### config.mk
export PLATFORM = sky130hd
export DESIGN_NAME = interrupt_source_vector_map
export DESIGN_NICKNAME = d
export VERILOG_FILES = /design/src/common/interrupt_source_vector_map_pkg.sv /design/src/design/interrupt_source_vector_map.sv
export VERILOG_INCLUDE_DIRS = /design/src /design/src/common
export SDC_FILE = /design/constraint.sdc
export NUM_CORES = 1
export LEC_CHECK = 0
export ABC_AREA = 1
export BUFFER_PORTS_ARGS = -buffer_cell sky130_fd_sc_hd__buf_2
export CORE_UTILIZATION = 44
export DETAILED_ROUTE_END_ITERATION = 7
export GPL_TIMING_DRIVEN = 0
export PLACE_DENSITY_LB_ADDON = 0.25
export SYNTH_ARGS = -nofsm -noshare
export SYNTH_HDL_FRONTEND = slang
export SYNTH_SLANG_ARGS = --single-unit
### constraint.sdc
create_clock -name mclk -period 52.1 [get_ports mclk]
set_input_delay 10.42 -clock mclk [delete_from_list [all_inputs] [get_ports mclk]]
set_output_delay 10.42 -clock mclk [all_outputs]
set_load 0.1 [all_outputs]
### src/common/interrupt_source_vector_map_params.svh
// constants for the interrupt source and vector map block
`ifndef INTERRUPT_SOURCE_VECTOR_MAP_PARAMS_SVH
`define INTERRUPT_SOURCE_VECTOR_MAP_PARAMS_SVH

// fixed vector start addresses
`define VEC_UNDEF       20'hF_FFDC
`define VEC_OVERFLOW    20'hF_FFE0
`define VEC_BREAK       20'hF_FFE4
`define VEC_MATCH       20'hF_FFE8
`define VEC_STEP        20'hF_FFEC
`define VEC_WATCHDOG    20'hF_FFF0
`define VEC_DEBUG_BREAK 20'hF_FFF4
`define VEC_RESERVED    20'hF_FFF8
`define VEC_RESET       20'hF_FFFC

// fixed breakpoint vector contents that redirect to the variable table
`define BRK_VEC_BLANK   32'hFFFF_FFFF

// variable vector numbers
`define NUM_KEY         5'h0D
`define NUM_AD          5'h0E
`define NUM_UART0_TX    5'h11
`define NUM_UART0_RX    5'h12
`define NUM_UART1_TX    5'h13
`define NUM_UART1_RX    5'h14
`define NUM_TIMER_A0    5'h15
`define NUM_TIMER_X0    5'h16
`define NUM_TIMER_B0    5'h1A
`define NUM_EXT0        5'h1D
`define NUM_BREAK_VAR   6'h00

// level reported for non-maskable sources, and stack-select flag value loaded at reset
`define NMI_LEVEL       3'h7
`define U_FLAG_RESET    1'b0

`endif

### src/common/interrupt_source_vector_map_pkg.sv
// types for the interrupt source and vector map block
package interrupt_source_vector_map_pkg;

    typedef enum logic [2:0] {
        IK_NONE,
        IK_UNDEF,
        IK_OVERFLOW,
        IK_BREAK,
        IK_TRAP
    } insn_kind_e;

    typedef enum logic [3:0] {
        SRC_NONE,
        SRC_RESET,
        SRC_UNDEF,
        SRC_OVERFLOW,
        SRC_BREAK,
        SRC_TRAP,
        SRC_DEBUG_BREAK,
        SRC_WATCHDOG,
        SRC_MATCH,
        SRC_STEP,
        SRC_MASKABLE
    } src_e;

    typedef enum logic [1:0] {
        ST_IDLE,
        ST_OFFER,
        ST_HOLD_RESET
    } state_e;

    typedef struct packed {
        logic       ad_done;
        logic       uart0_tx;
        logic       uart0_rx;
        logic       uart1_tx;
        logic       uart1_rx;
        logic       timer_a0;
        logic [2:0] timer_x;
        logic [1:0] timer_b;
    } periph_evt_s;

    typedef struct packed {
        state_e      st;
        logic [31:0] req;
        logic [1:0]  ext_prev;
        logic        key_prev;
        logic        p_undef;
        logic        p_ovf;
        logic        p_brk;
        logic        p_trap;
        logic [5:0]  trap_num;
        logic        p_dbg;
        logic        p_wdt;
        logic        p_match;
        logic        p_step;
        src_e        offer_src;
        logic [5:0]  offer_num;
        logic [2:0]  offer_lvl;
        logic [19:0] offer_vec;
        logic        u_flag;
        logic        u_saved;
        logic        dev_reset;
    } state_s;

endpackage

### src/design/interrupt_source_vector_map.sv
// interrupt source classification and vector resolution
// Behaviour
// - trap instructions are non-maskable; enable flag and levels never block them
// - undefined-opcode instruction raises the undefined instruction interrupt
// - overflow trap instruction raises overflow interrupt only when overflow flag is 1
// - breakpoint instruction always raises the breakpoint interrupt
// - software trap takes numbers 0..63; 0..31 share peripheral vectors
// - traps 0..31 save stack-select flag, clear it, restore on return
// - traps 32..63 leave the stack-select flag unchanged
// - reset, watchdog, single step, address match, debugger break are non-maskable
// - low level on reset pin puts the device into reset
// - debug step flag set raises single-step interrupt after each instruction
// - match enabled raises match interrupt before instruction at match address
// - peripheral interrupts are maskable and use vectors 0..31
// - falling edge on key input pin raises key-input interrupt
// - external request pins raise on a chosen rising or falling edge
// - fixed vectors occupy FFFDC..FFFFF, four bytes each
// - undefined at FFFDC, overflow at FFFE0, breakpoint at FFFE4
// - address match at FFFE8, single step at FFFEC, watchdog at FFFF0
// - debugger break at FFFF4, reset at FFFFC, slot between reserved
// - blank fixed breakpoint vector redirects to variable entry 0
// - variable table is 256 bytes at base pointer, entry n at 4n
// - key 13, A-D 14, UART0 17/18, UART1 19/20
// - timer A0 21, X0..X2 22..24, B 26/27, external pins 29/30
// - maskable accepted only with enable flag, request bit, level above processor level
// - on acceptance the request bit of that source is cleared by hardware
`include "interrupt_source_vector_map_params.svh"
`timescale 1ns/1ps
`default_nettype none

module interrupt_source_vector_map
    import interrupt_source_vector_map_pkg::*;
(
    input  wire logic              mclk,
    input  wire logic              rst,
    input  wire logic              reset_pin_n,
    input  wire logic              insn_start,
    input  wire logic [19:0]       insn_addr,
    input  wire logic              insn_done,
    input  wire insn_kind_e        insn_kind,
    input  wire logic [5:0]        insn_trap_num,
    input  wire logic              overflow_flag,
    input  wire logic              debug_step_flag,
    input  wire logic              match_enable,
    input  wire logic [19:0]       match_addr,
    input  wire logic              watchdog_expire,
    input  wire logic              debugger_break,
    input  wire logic              key_input_pin,
    input  wire logic              ext_request0_pin,
    input  wire logic              ext_request1_pin,
    input  wire logic [1:0]        ext_rise_sel,
    input  wire periph_evt_s       periph_evt,
    input  wire logic [31:0][2:0]  prio_level,
    input  wire logic [31:0]       req_clear,
    input  wire logic              int_enable_flag,
    input  wire logic [2:0]        processor_priority_level,
    input  wire logic [19:0]       vector_base_pointer,
    input  wire logic [31:0]       brk_fixed_vector,
    input  wire logic              stack_sel_in,
    input  wire logic              stack_sel_load,
    input  wire logic              return_from_int,
    input  wire logic              irq_ack,
    output logic                   irq_valid,
    output src_e                   irq_src,
    output logic [5:0]             irq_num,
    output logic [2:0]             irq_level,
    output logic [19:0]            irq_vector,
    output logic                   stack_sel_flag,
    output logic [31:0]            req_bits,
    output logic                   dev_reset
);

    state_s      s_r;
    state_s      s_nxt;
    logic [31:0] set_vec;
    logic [31:0] eligible;
    logic [1:0]  ext_now;
    logic        soft_any;

    assign ext_now  = {ext_request1_pin, ext_request0_pin};
    assign soft_any = s_r.p_undef | s_r.p_ovf | s_r.p_brk | s_r.p_trap;

    // per-bit request set and eligibility
    genvar gi;
    generate
        for (gi = 0; gi < 32; gi++) begin : g_req
            localparam int ext_idx = (gi == 32'(`NUM_EXT0) + 1) ? 1 : 0;
            logic hit;
            always_comb begin
                hit = 1'b0;
                case (gi)
                    32'(`NUM_KEY):         hit = s_r.key_prev & ~key_input_pin;
                    32'(`NUM_AD):          hit = periph_evt.ad_done;
                    32'(`NUM_UART0_TX):    hit = periph_evt.uart0_tx;
                    32'(`NUM_UART0_RX):    hit = periph_evt.uart0_rx;
                    32'(`NUM_UART1_TX):    hit = periph_evt.uart1_tx;
                    32'(`NUM_UART1_RX):    hit = periph_evt.uart1_rx;
                    32'(`NUM_TIMER_A0):    hit = periph_evt.timer_a0;
                    32'(`NUM_TIMER_X0):    hit = periph_evt.timer_x[0];
                    32'(`NUM_TIMER_X0) + 1: hit = periph_evt.timer_x[1];
                    32'(`NUM_TIMER_X0) + 2: hit = periph_evt.timer_x[2];
                    32'(`NUM_TIMER_B0):    hit = periph_evt.timer_b[0];
                    32'(`NUM_TIMER_B0) + 1: hit = periph_evt.timer_b[1];
                    32'(`NUM_EXT0), 32'(`NUM_EXT0) + 1: begin
                        // chosen edge only
                        hit = ext_rise_sel[ext_idx]
                            ? (ext_now[ext_idx] & ~s_r.ext_prev[ext_idx])
                            : (~ext_now[ext_idx] & s_r.ext_prev[ext_idx]);
                    end
                    default:               hit = 1'b0;
                endcase
            end
            assign set_vec[gi]  = hit;
            assign eligible[gi] = s_r.req[gi] & int_enable_flag
                                & (prio_level[gi] > processor_priority_level);
        end
    endgenerate

    // vector resolution for a source
    function automatic logic [19:0] vec_of(input src_e src, input logic [5:0] num);
        logic [19:0] var_vec;
        var_vec = vector_base_pointer + {12'h000, num, 2'b00};
        case (src)
            SRC_RESET:       vec_of = `VEC_RESET;
            SRC_UNDEF:       vec_of = `VEC_UNDEF;
            SRC_OVERFLOW:    vec_of = `VEC_OVERFLOW;
            SRC_BREAK:       vec_of = (brk_fixed_vector == `BRK_VEC_BLANK)
                                    ? vector_base_pointer : `VEC_BREAK;
            SRC_MATCH:       vec_of = `VEC_MATCH;
            SRC_STEP:        vec_of = `VEC_STEP;
            SRC_WATCHDOG:    vec_of = `VEC_WATCHDOG;
            SRC_DEBUG_BREAK: vec_of = `VEC_DEBUG_BREAK;
            default:         vec_of = var_vec;
        endcase
    endfunction

    always_comb begin
        logic [2:0] best_lvl;
        logic [4:0] best_num;
        logic       best_hit;
        s_nxt    = s_r;
        best_lvl = 3'h0;
        best_num = 5'h00;
        best_hit = 1'b0;
        // highest level wins, lowest number breaks ties
        for (int i = 31; i >= 0; i--) begin
            if (eligible[i] && (!best_hit || prio_level[i] >= best_lvl)) begin
                best_hit = 1'b1;
                best_lvl = prio_level[i];
                best_num = 5'(i);
            end
        end

        s_nxt.ext_prev = ext_now;
        s_nxt.key_prev = key_input_pin;
        // hardware set wins over software clear
        s_nxt.req = (s_r.req & ~req_clear) | set_vec;

        if (insn_done) begin
            case (insn_kind)
                IK_UNDEF:    s_nxt.p_undef = 1'b1;
                IK_OVERFLOW: s_nxt.p_ovf = s_r.p_ovf | overflow_flag;
                IK_BREAK:    s_nxt.p_brk = 1'b1;
                IK_TRAP: begin
                    s_nxt.p_trap   = 1'b1;
                    s_nxt.trap_num = insn_trap_num;
                end
                default: ;
            endcase
            if (debug_step_flag) begin
                s_nxt.p_step = 1'b1;
            end
        end
        if (insn_start && match_enable && insn_addr == match_addr) begin
            s_nxt.p_match = 1'b1;
        end
        if (watchdog_expire) begin
            s_nxt.p_wdt = 1'b1;
        end
        if (debugger_break) begin
            s_nxt.p_dbg = 1'b1;
        end
        if (stack_sel_load) begin
            s_nxt.u_flag = stack_sel_in;
        end
        if (return_from_int) begin
            s_nxt.u_flag = s_r.u_saved;
        end

        case (s_r.st)
            ST_IDLE: begin
                s_nxt.offer_lvl = `NMI_LEVEL;
                s_nxt.offer_num = 6'h00;
                s_nxt.st        = ST_OFFER;
                // non-maskable sources ignore enable flag and levels
                if (s_r.p_undef) begin
                    s_nxt.offer_src = SRC_UNDEF;
                end else if (s_r.p_ovf) begin
                    s_nxt.offer_src = SRC_OVERFLOW;
                end else if (s_r.p_brk) begin
                    s_nxt.offer_src = SRC_BREAK;
                    s_nxt.offer_num = `NUM_BREAK_VAR;
                end else if (s_r.p_trap) begin
                    s_nxt.offer_src = SRC_TRAP;
                    s_nxt.offer_num = s_r.trap_num;
                end else if (s_r.p_dbg) begin
                    s_nxt.offer_src = SRC_DEBUG_BREAK;
                end else if (s_r.p_wdt) begin
                    s_nxt.offer_src = SRC_WATCHDOG;
                end else if (s_r.p_match) begin
                    s_nxt.offer_src = SRC_MATCH;
                end else if (s_r.p_step) begin
                    s_nxt.offer_src = SRC_STEP;
                end else if (best_hit) begin
                    s_nxt.offer_src = SRC_MASKABLE;
                    s_nxt.offer_num = {1'b0, best_num};
                    s_nxt.offer_lvl = best_lvl;
                end else begin
                    s_nxt.offer_src = SRC_NONE;
                    s_nxt.st        = ST_IDLE;
                end
                s_nxt.offer_vec = vec_of(s_nxt.offer_src, s_nxt.offer_num);
            end
            ST_OFFER: begin
                if (irq_ack) begin
                    s_nxt.st = ST_IDLE;
                    case (s_r.offer_src)
                        SRC_UNDEF:       s_nxt.p_undef = insn_done && insn_kind == IK_UNDEF;
                        SRC_OVERFLOW:    s_nxt.p_ovf = insn_done && insn_kind == IK_OVERFLOW
                                                     && overflow_flag;
                        SRC_BREAK:       s_nxt.p_brk = insn_done && insn_kind == IK_BREAK;
                        SRC_TRAP:        s_nxt.p_trap = insn_done && insn_kind == IK_TRAP;
                        SRC_DEBUG_BREAK: s_nxt.p_dbg = debugger_break;
                        SRC_WATCHDOG:    s_nxt.p_wdt = watchdog_expire;
                        SRC_MATCH:       s_nxt.p_match = insn_start && match_enable
                                                       && insn_addr == match_addr;
                        SRC_STEP:        s_nxt.p_step = insn_done & debug_step_flag;
                        SRC_MASKABLE: begin
                            s_nxt.req[s_r.offer_num[4:0]] = set_vec[s_r.offer_num[4:0]];
                        end
                        default: ;
                    endcase
                    if (!(s_r.offer_src == SRC_TRAP && s_r.offer_num[5])) begin
                        s_nxt.u_saved = s_r.u_flag;
                        s_nxt.u_flag  = 1'b0;
                    end
                end else if (s_r.offer_src == SRC_MASKABLE && !eligible[s_r.offer_num[4:0]]) begin
                    s_nxt.st = ST_IDLE;
                end
            end
            ST_HOLD_RESET: begin
                if (reset_pin_n) begin
                    s_nxt.st        = ST_OFFER;
                    s_nxt.dev_reset = 1'b0;
                    s_nxt.offer_src = SRC_RESET;
                    s_nxt.offer_num = 6'h00;
                    s_nxt.offer_lvl = `NMI_LEVEL;
                    s_nxt.offer_vec = `VEC_RESET;
                end
            end
            default: s_nxt.st = ST_IDLE;
        endcase

        // reset pin outranks everything
        if (!reset_pin_n) begin
            s_nxt           = '0;
            s_nxt.st        = ST_HOLD_RESET;
            s_nxt.dev_reset = 1'b1;
            s_nxt.ext_prev  = ext_now;
            s_nxt.key_prev  = key_input_pin;
            s_nxt.offer_src = SRC_NONE;
            s_nxt.u_flag    = `U_FLAG_RESET;
        end
    end

    always_ff @(posedge mclk) begin
        if (rst) begin
            s_r           <= '0;
            s_r.st        <= ST_IDLE;
            s_r.offer_src <= SRC_NONE;
            s_r.key_prev  <= 1'b1;
            s_r.u_flag    <= `U_FLAG_RESET;
        end else begin
            s_r <= s_nxt;
        end
    end

    assign irq_valid      = (s_r.st == ST_OFFER);
    assign irq_src        = s_r.offer_src;
    assign irq_num        = s_r.offer_num;
    assign irq_level      = s_r.offer_lvl;
    assign irq_vector     = s_r.offer_vec;
    assign stack_sel_flag = s_r.u_flag;
    assign req_bits       = s_r.req;
    assign dev_reset      = s_r.dev_reset;

    a_soft_unmasked: assert property (@(posedge mclk) disable iff (rst)
        s_r.st == ST_IDLE && soft_any && reset_pin_n && !int_enable_flag
        |=> irq_valid && irq_level == `NMI_LEVEL)
        else $error("pending trap not offered");

    a_undef_raise: assert property (@(posedge mclk) disable iff (rst)
        insn_done && insn_kind == IK_UNDEF && reset_pin_n |=> s_r.p_undef)
        else $error("undefined opcode not recorded");

    a_ovf_gate: assert property (@(posedge mclk) disable iff (rst)
        insn_done && insn_kind == IK_OVERFLOW && !overflow_flag && !s_r.p_ovf
        |=> !s_r.p_ovf)
        else $error("overflow raised with flag clear");

    a_trap_low_stack: assert property (@(posedge mclk) disable iff (rst)
        irq_valid && irq_ack && irq_src == SRC_TRAP && !irq_num[5] && reset_pin_n
        && !return_from_int |=> !stack_sel_flag && s_r.u_saved == $past(stack_sel_flag))
        else $error("low trap did not switch stack");

    a_trap_high_stack: assert property (@(posedge mclk) disable iff (rst)
        irq_valid && irq_ack && irq_src == SRC_TRAP && irq_num[5] && reset_pin_n
        && !stack_sel_load && !return_from_int |=> $stable(stack_sel_flag))
        else $error("high trap changed stack select");

    a_reset_pin: assert property (@(posedge mclk) disable iff (rst)
        !reset_pin_n |=> dev_reset && !irq_valid)
        else $error("reset pin low without device reset");

    a_reset_vector: assert property (@(posedge mclk) disable iff (rst)
        s_r.st == ST_HOLD_RESET ##1 reset_pin_n
        |=> irq_valid && irq_src == SRC_RESET && irq_vector == `VEC_RESET)
        else $error("reset vector not offered");

    a_mask_accept: assert property (@(posedge mclk) disable iff (rst)
        $rose(irq_valid) && irq_src == SRC_MASKABLE
        |-> $past(int_enable_flag) && irq_level > $past(processor_priority_level))
        else $error("maskable offered while blocked");

    a_req_cleared: assert property (@(posedge mclk) disable iff (rst)
        irq_valid && irq_ack && irq_src == SRC_MASKABLE && reset_pin_n
        && !set_vec[irq_num[4:0]] |=> !s_r.req[$past(irq_num[4:0])])
        else $error("request bit not cleared on acceptance");

    a_brk_redirect: assert property (@(posedge mclk) disable iff (rst)
        $rose(irq_valid) && irq_src == SRC_BREAK && $past(brk_fixed_vector) == `BRK_VEC_BLANK
        |-> irq_vector == $past(vector_base_pointer))
        else $error("blank break vector not redirected");

    a_ext_edge: assert property (@(posedge mclk) disable iff (rst)
        reset_pin_n && ext_rise_sel[0] && ext_request0_pin && !s_r.ext_prev[0]
        |=> s_r.req[`NUM_EXT0])
        else $error("external rising edge missed");

endmodule

`default_nettype wire

==> Yosys cells after proc, flatten, opt, wreduce, memory -nomap -nowiden <==
Index checks and enable logic that the tools add are counted.
{ "totals": {"latchBits": 0, "wordCells": 477, "romBits": 0, "in_bits": 263, "mem_bits_rw": 0, "reg_bits": 87, "n_memories": 0, "output_inout_bits": 68} }
{ "op_classes": {"magnitude_cmp": 65, "n_addsub": 1, "shifts": 0, "eq_ne": 28, "reduce_logical": 109, "muxes": 172, "n_div": 0, "n_mul": 0, "n_bitwise": 81} }
{ "ops": {"columns": ["cell", "count"], "rows": [
  ["5-bit 2-to-1 mux", 32],
  ["20-bit case mux with 8 select lines", 1],
  ["3-bit 2-to-1 mux", 34],
  ["3-bit greater-than comparator", 32],
  ["32-bit 2-to-1 mux", 3],
  ["3-bit >= comparator", 31],
  ["87-bit 2-to-1 mux", 1],
  ["1-bit AND", 70],
  ["33-bit case mux with 2 select lines", 1],
  ["1-bit 2-to-1 mux", 65],
  ["4-bit 2-to-1 mux", 12],
  ["1-bit logical AND", 41],
  ["8-bit 2-to-1 mux", 5],
  ["32-bit AND", 1],
  ["32-bit bitwise mux", 1],
  ["32-bit equality test (second input constant)", 1],
  ["1-bit logical NOT", 32],
  ["32-bit NOT", 1],
  ["32-bit by 31-bit bitwise OR with 32-bit output", 1],
  ["1-bit logical OR", 31],
  ["10-bit 2-to-1 mux", 3],
  ["4-bit by 3-bit equality test with 1-bit output (second input constant)", 7],
  ["9-bit 2-to-1 mux", 3],
  ["20-bit by 8-bit adder with 20-bit output", 1],
  ["27 further kinds", 46]
]} }

==> Longest topological paths before layout <==
{ "logic_depth": {"depth_word": 141, "ltp_mapped": 330, "depth_no_buf": 330} }

==> Least setup slack after synthesis <==
Ideal clock, no wire load.
{ "synth_timing": {"kind": "in2reg", "start": "input port processor_priority_level[2]", "end": "register s_r, in the netlist irq_vector[19]", "n_path_buf": 0, "setup_ns": 0.058, "arrival_time_ns": 42.040, "path_stages": 319, "slack_ns": 10.002, "required_time_ns": 52.042, "path_cell_list": "inv_1 ha_1 nand3_1 nand2_2 nor2_2 nand2_1 ha_1 and3_1 nor2_1 nand2_1 nand2_1 inv_1 o21ai_0 inv_1 ha_1 a21oi_1 o21ai_0 nor2_1 [283 not listed] ha_1 nand3_1 nand2_1 nand2_1 nand2_1 a21oi_1 inv_1 nand2_1 nand2_1 nand4_1 nor3_1 nand4_1 nor2_1 xor2_1 nand2_1 nand3_1 o211ai_1 inv_1"} }
{ "synth_via": {"elab_chain_len": 140, "elab_cells_between_ends": 312, "classes_between": "add/sub: 1; order compare: 63; eq/ne: 8; mux: 115; bitwise: 32; reduce/logical: 93"} }
{ "synth_lines": {"columns": ["element", "line", "source"], "rows": [
  ["start: declaration", "interrupt_source_vector_map.sv:56", "input wire logic [2:0] processor_priority_level,"],
  ["3-bit greater-than comparator", "interrupt_source_vector_map.sv:115", "& (prio_level[gi] > processor_priority_level);"],
  ["1-bit AND", "interrupt_source_vector_map.sv:115", null],
  ["3-bit 2-to-1 mux / 1-bit 2-to-1 mux (equally long branches)", "interrupt_source_vector_map.sv:147", "if (eligible[i] && (!best_hit || prio_level[i] >= best_lvl)) begin"],
  ["3-bit >= comparator / 1-bit logical NOT (equally long branches)", "interrupt_source_vector_map.sv:147", null],
  ["1-bit logical OR", "interrupt_source_vector_map.sv:147", null],
  ["1-bit logical AND", "interrupt_source_vector_map.sv:147", null],
  ["3-bit 2-to-1 mux / 1-bit 2-to-1 mux (equally long branches)", "interrupt_source_vector_map.sv:147", null],
  ["3-bit >= comparator / 1-bit logical NOT (equally long branches)", "interrupt_source_vector_map.sv:147", null],
  ["[124 not listed]", null, null],
  ["10-bit 2-to-1 mux *", "interrupt_source_vector_map.sv:203", "end else if (s_r.p_trap) begin"],
  ["10-bit 2-to-1 mux *", "interrupt_source_vector_map.sv:200", "end else if (s_r.p_brk) begin"],
  ["9-bit 2-to-1 mux / 4-bit 2-to-1 mux (equally long branches)", "interrupt_source_vector_map.sv:198", "end else if (s_r.p_ovf) begin"],
  ["9-bit 2-to-1 mux / 4-bit 2-to-1 mux (equally long branches)", "interrupt_source_vector_map.sv:196", "if (s_r.p_undef) begin"],
  ["9-bit 2-to-1 mux / 4-bit 2-to-1 mux (equally long branches)", "interrupt_source_vector_map.sv:190", "case (s_r.st)"],
  ["20-bit by 8-bit adder with 20-bit output (tied with other cells)", "interrupt_source_vector_map.sv:122", "var_vec = vector_base_pointer + {12'h000, num, 2'b00};"],
  ["20-bit case mux with 8 select lines *", "interrupt_source_vector_map.sv:123", "case (src)"],
  ["33-bit case mux with 2 select lines *", "interrupt_source_vector_map.sv:190", null],
  ["end signal: assignment", "interrupt_source_vector_map.sv:284", "s_r <= s_nxt;"],
  ["end: declaration", "interrupt_source_vector_map.sv:73", "state_s s_r;"]
]} }
Every way passes the cells marked *; elsewhere a longest branch is shown, timed or not. The select of a mux whose other input is x is not followed.
A chain may end at the register's enable or synchronous reset.

==> Final worst setup path <==
Ends and elaborated chain as after synthesis.

==> flow_summary.json <==
{
  "rsz0062_at_grt": "false",
  "power.combinational.fraction_pct": 46.9,
  "slew_violations": 0,
  "port_bufs": 330,
  "clock_pin_slew_reported_for_the_worst_setup_and_hold_paths_after_clock_tree_synthesis_ns": 0.07,
  "post-dp-hpwl_um": 32800,
  "worst_path_max_delay_cell": "inv_2",
  "global_route.usage.total_pct": 28.3,
  "asyncSetResetFlopFracSynth_pct": 0,
  "netlist_top_cells_count": "nand2_1, inv_1, ha_1",
  "crit_path_frequent_cell": "nand2_1",
  "dr_wl_cell_um": 15.7,
  "groute.layer.met2.usage_pct": 50.3,
  "cts-root-buf": "clkbuf_16",
  "worst_ep_arrival_time_ns": 47.19,
  "grt_antenna_before_repair": 2,
  "overflow": 0,
  "final.period_utilization_pct": 90.0,
  "floorplan.core_area_mm2": 0.0269,
  "power.net_switching_w": 0.000116,
  "global_route.peak_usage_layer": "met2",
  "total_leakage_power_nw": 8.16,
  "yosysSeqAreaShare_pct": 14.5,
  "via_count": 13400,
  "routed_wl_um": 40100,
  "initial_core_util_pct": 44.6,
  "worstSetupEndpointType": "register",
  "timing_hold_violations_final": 0,
  "io_pins": 331,
  "h-tree-depth": 3,
  "p_sw_share_pct": 43.2,
  "final_nets": 2641,
  "share_seq_of_total_power_pct": 26.7,
  "synth.top_cell.area_share_pct": 17.9,
  "timing.clock.skew_ns": 0.0168,
  "met1_track_usage_gr_pct": 34.8,
  "row_count": 60,
  "synthCells": 1864,
  "met3_usage_pct": 2.76,
  "ys_ff_latch": 87,
  "final_area_mm2": 0.0144,
  "post-cts-setup-buffers": 0,
  "fillers": 2757,
  "p_clk_share_pct": 26.4,
  "tritoncts": "built",
  "drt_iter0_drc": 715,
  "most_repeated_cell_in_the_gate_level_netlist_after_synthesis": "nand2_1",
  "power.density_cell_area_mw_per_mm2": 18.7,
  "post_synth_num_cell_types": 57,
  "worst_margin_pin_slew_ns": 1.25,
  "yosysWarnings": 0,
  "max_stage_delay_ns": 0.66,
  "worstSkewPairLatency_ns": 0.36,
  "detailed_place.area_mm2": 0.0141,
  "ctsResizeCount": 0,
  "final_period_minus_worst_setup_slack_ns": 46.89,
  "design.die.area_mm2": 0.0279,
  "internal_power_w": 0.000152,
  "synth_enable_flop_cells": 0,
  "dominant_synthesized_flop_cell": "dfxtp_1",
  "share_of_layout_cells_above_drive_strength_1_pct": 25.2,
  "vias_in_the_first_global_route": 12400,
  "worstHoldPathType": "register to register",
  "die_h_um": 167,
  "crit_type": "primary input to register",
  "drt_first_pass_iters": 5,
  "place.detailed.instances": 2535,
  "achievable-frequency_mhz": 21.3,
  "longest_clk_path_bufs": 2,
  "floorplan.die.width_um": 167,
  "setup_viol": 0,
  "relSlewSlack_pct": 15.9,
  "crit_path_start_kind": "primary input",
  "critPathRequiredTime_ns": 52.40,
  "grt_max_degree": 33,
  "fin_setup_tns_ns": 0,
  "antenna_violating_nets_post_route": 0,
  "remaining_drc_errors": 0,
  "synth.top_cells.by_area": "ha_1, dfxtp_1, nand2_1",
  "area_growth_synth_to_finish_pct": 19.9,
  "syn_nets": 2300,
  "synthesis.area_per_instance_um2": 6.43,
  "worst_ir_drop_vdd_uv": 17.3,
  "grt_first_pass_wirelength_um": 62700,
  "max_cap_violations": 0,
  "cts-hold-fix-buffers": 0,
  "total_standard_cell_area_after_synthesis_mm2": 0.0120,
  "run_status": "finished clean",
  "gp_congestion": 0.920,
  "cts_inserted_buffers": 9,
  "maximum_net_fanout_on_the_critical_path": 32,
  "clock_sinks": 87,
  "final_cell_count_no_fill": 2552,
  "synthDominantAreaCellType": "ha_1",
  "vias_per_cell": 5.26
}
cells by family after synthesis:
family          synth area share (%)
buf+inv                         15.4
simple gates                    33.4
fa+ha+maj                       18.1
xor+xnor                        1.39
compound gates                  17.1
flops                           14.5
mux                           0.0835
per-stage QoR:
step | total power (W) | hold slack, ns | worst slack, ns | util [%]
global placement | 0.000195 | 0.466 | 5.31 | 52.4
global route | 0.000286 | 0.495 | 0.358 | 53.5
floorplan | 0.000163 | 0.429 | 10.00 | -
detailed placement | 0.000198 | 0.464 | 5.19 | 52.4
finish | 0.000268 | 0.473 | 5.21 | 53.5
CTS | 0.000269 | 0.477 | 5.39 | 53.5
cells in the final DEF, fill, tap and decap left out, types with 13 or more instances in the layout:
cell type,instances
ha_1,172
a21oi_1,84
o22ai_1,13
dfxtp_1,87
nand2_4,21
o21ai_0,154
nand2_2,68
xor2_1,13
nor3_1,33
nand3_1,122
nand4_1,60
nand2_1,359
buf_4,69
o211ai_1,25
a221oi_1,16
inv_1,318
nand3_2,23
buf_2,331
nor2_1,105
sequential cells by signal, summed over array words and instances, names as in the netlist:
name	count
req_bits	32
irq_vector	20
s_r	20
irq_num	6
irq_src	4
irq_level	3
dev_reset	1
stack_sel_flag	1
per-layer routing:
layer / up-vias / wire length [um] / part of all wire (%)
li1: 6893 / - / -
met1: 6042 / 17600 / 44
met2: 419 / 19200 / 48
met3: 76 / 1990 / 5.0
met4: 2 / 1330 / 3.3
met5: - / 11 / 0.027
worst max-delay path: cells and delay by family:
kind / cells / cell delay, ns
AOI/OAI and AO/OA: 68 / 9.50
xor gates and xnor gates: 1 / 0.16
adders and majority gates: 33 / 9.40
and+or+nand+nor: 159 / 13.46
buffers and inverters: 57 / 4.20
final timing paths:
| path | depth (start not counted) | slack [ns] | from | endpoint |
|---|---|---|---|---|
| setup / recovery | 318 | 5.21 | processor_priority_level[2] | irq_vector[19] |
| hold / removal | 2 | 0.47 | irq_vector[1] | irq_vector[1] |
| hold reg to reg | 2 | 0.47 | irq_vector[1] | irq_vector[1] |
| setup reg to reg | 316 | 16.06 | req_bits[31] | irq_vector[19] |
area by class of cell:
cell class / instances / area, um2 / share of cell area (%)
Buffer: 86 / 616 / 4.28
Inverter: 327 / 1230 / 8.54
Multi-Input combinational cell: 1364 / 8410 / 58.5
Clock buffer: 10 / 239 / 1.66
Tap cell: 341 / 427 / 2.97
Sequential cell: 87 / 1740 / 12.1
Antenna cell: 1 / 2.50 / 0.0174
Clock inverter: 6 / 66.3 / 0.461
Timing Repair Buffer: 330 / 1650 / 11.5
power by group through the flow:
stage               Combinational, W  Clock (W)  Sequential [W]
floorplan                  0.0000906          0       0.0000729
global placement            0.000121          0       0.0000732
detailed placement          0.000125          0       0.0000731
CTS                         0.000125  0.0000719       0.0000717
global route                0.000141  0.0000733       0.0000721
finish                      0.000126  0.0000709       0.0000718
No activity file was read; power rests on OpenSTA's default activity.
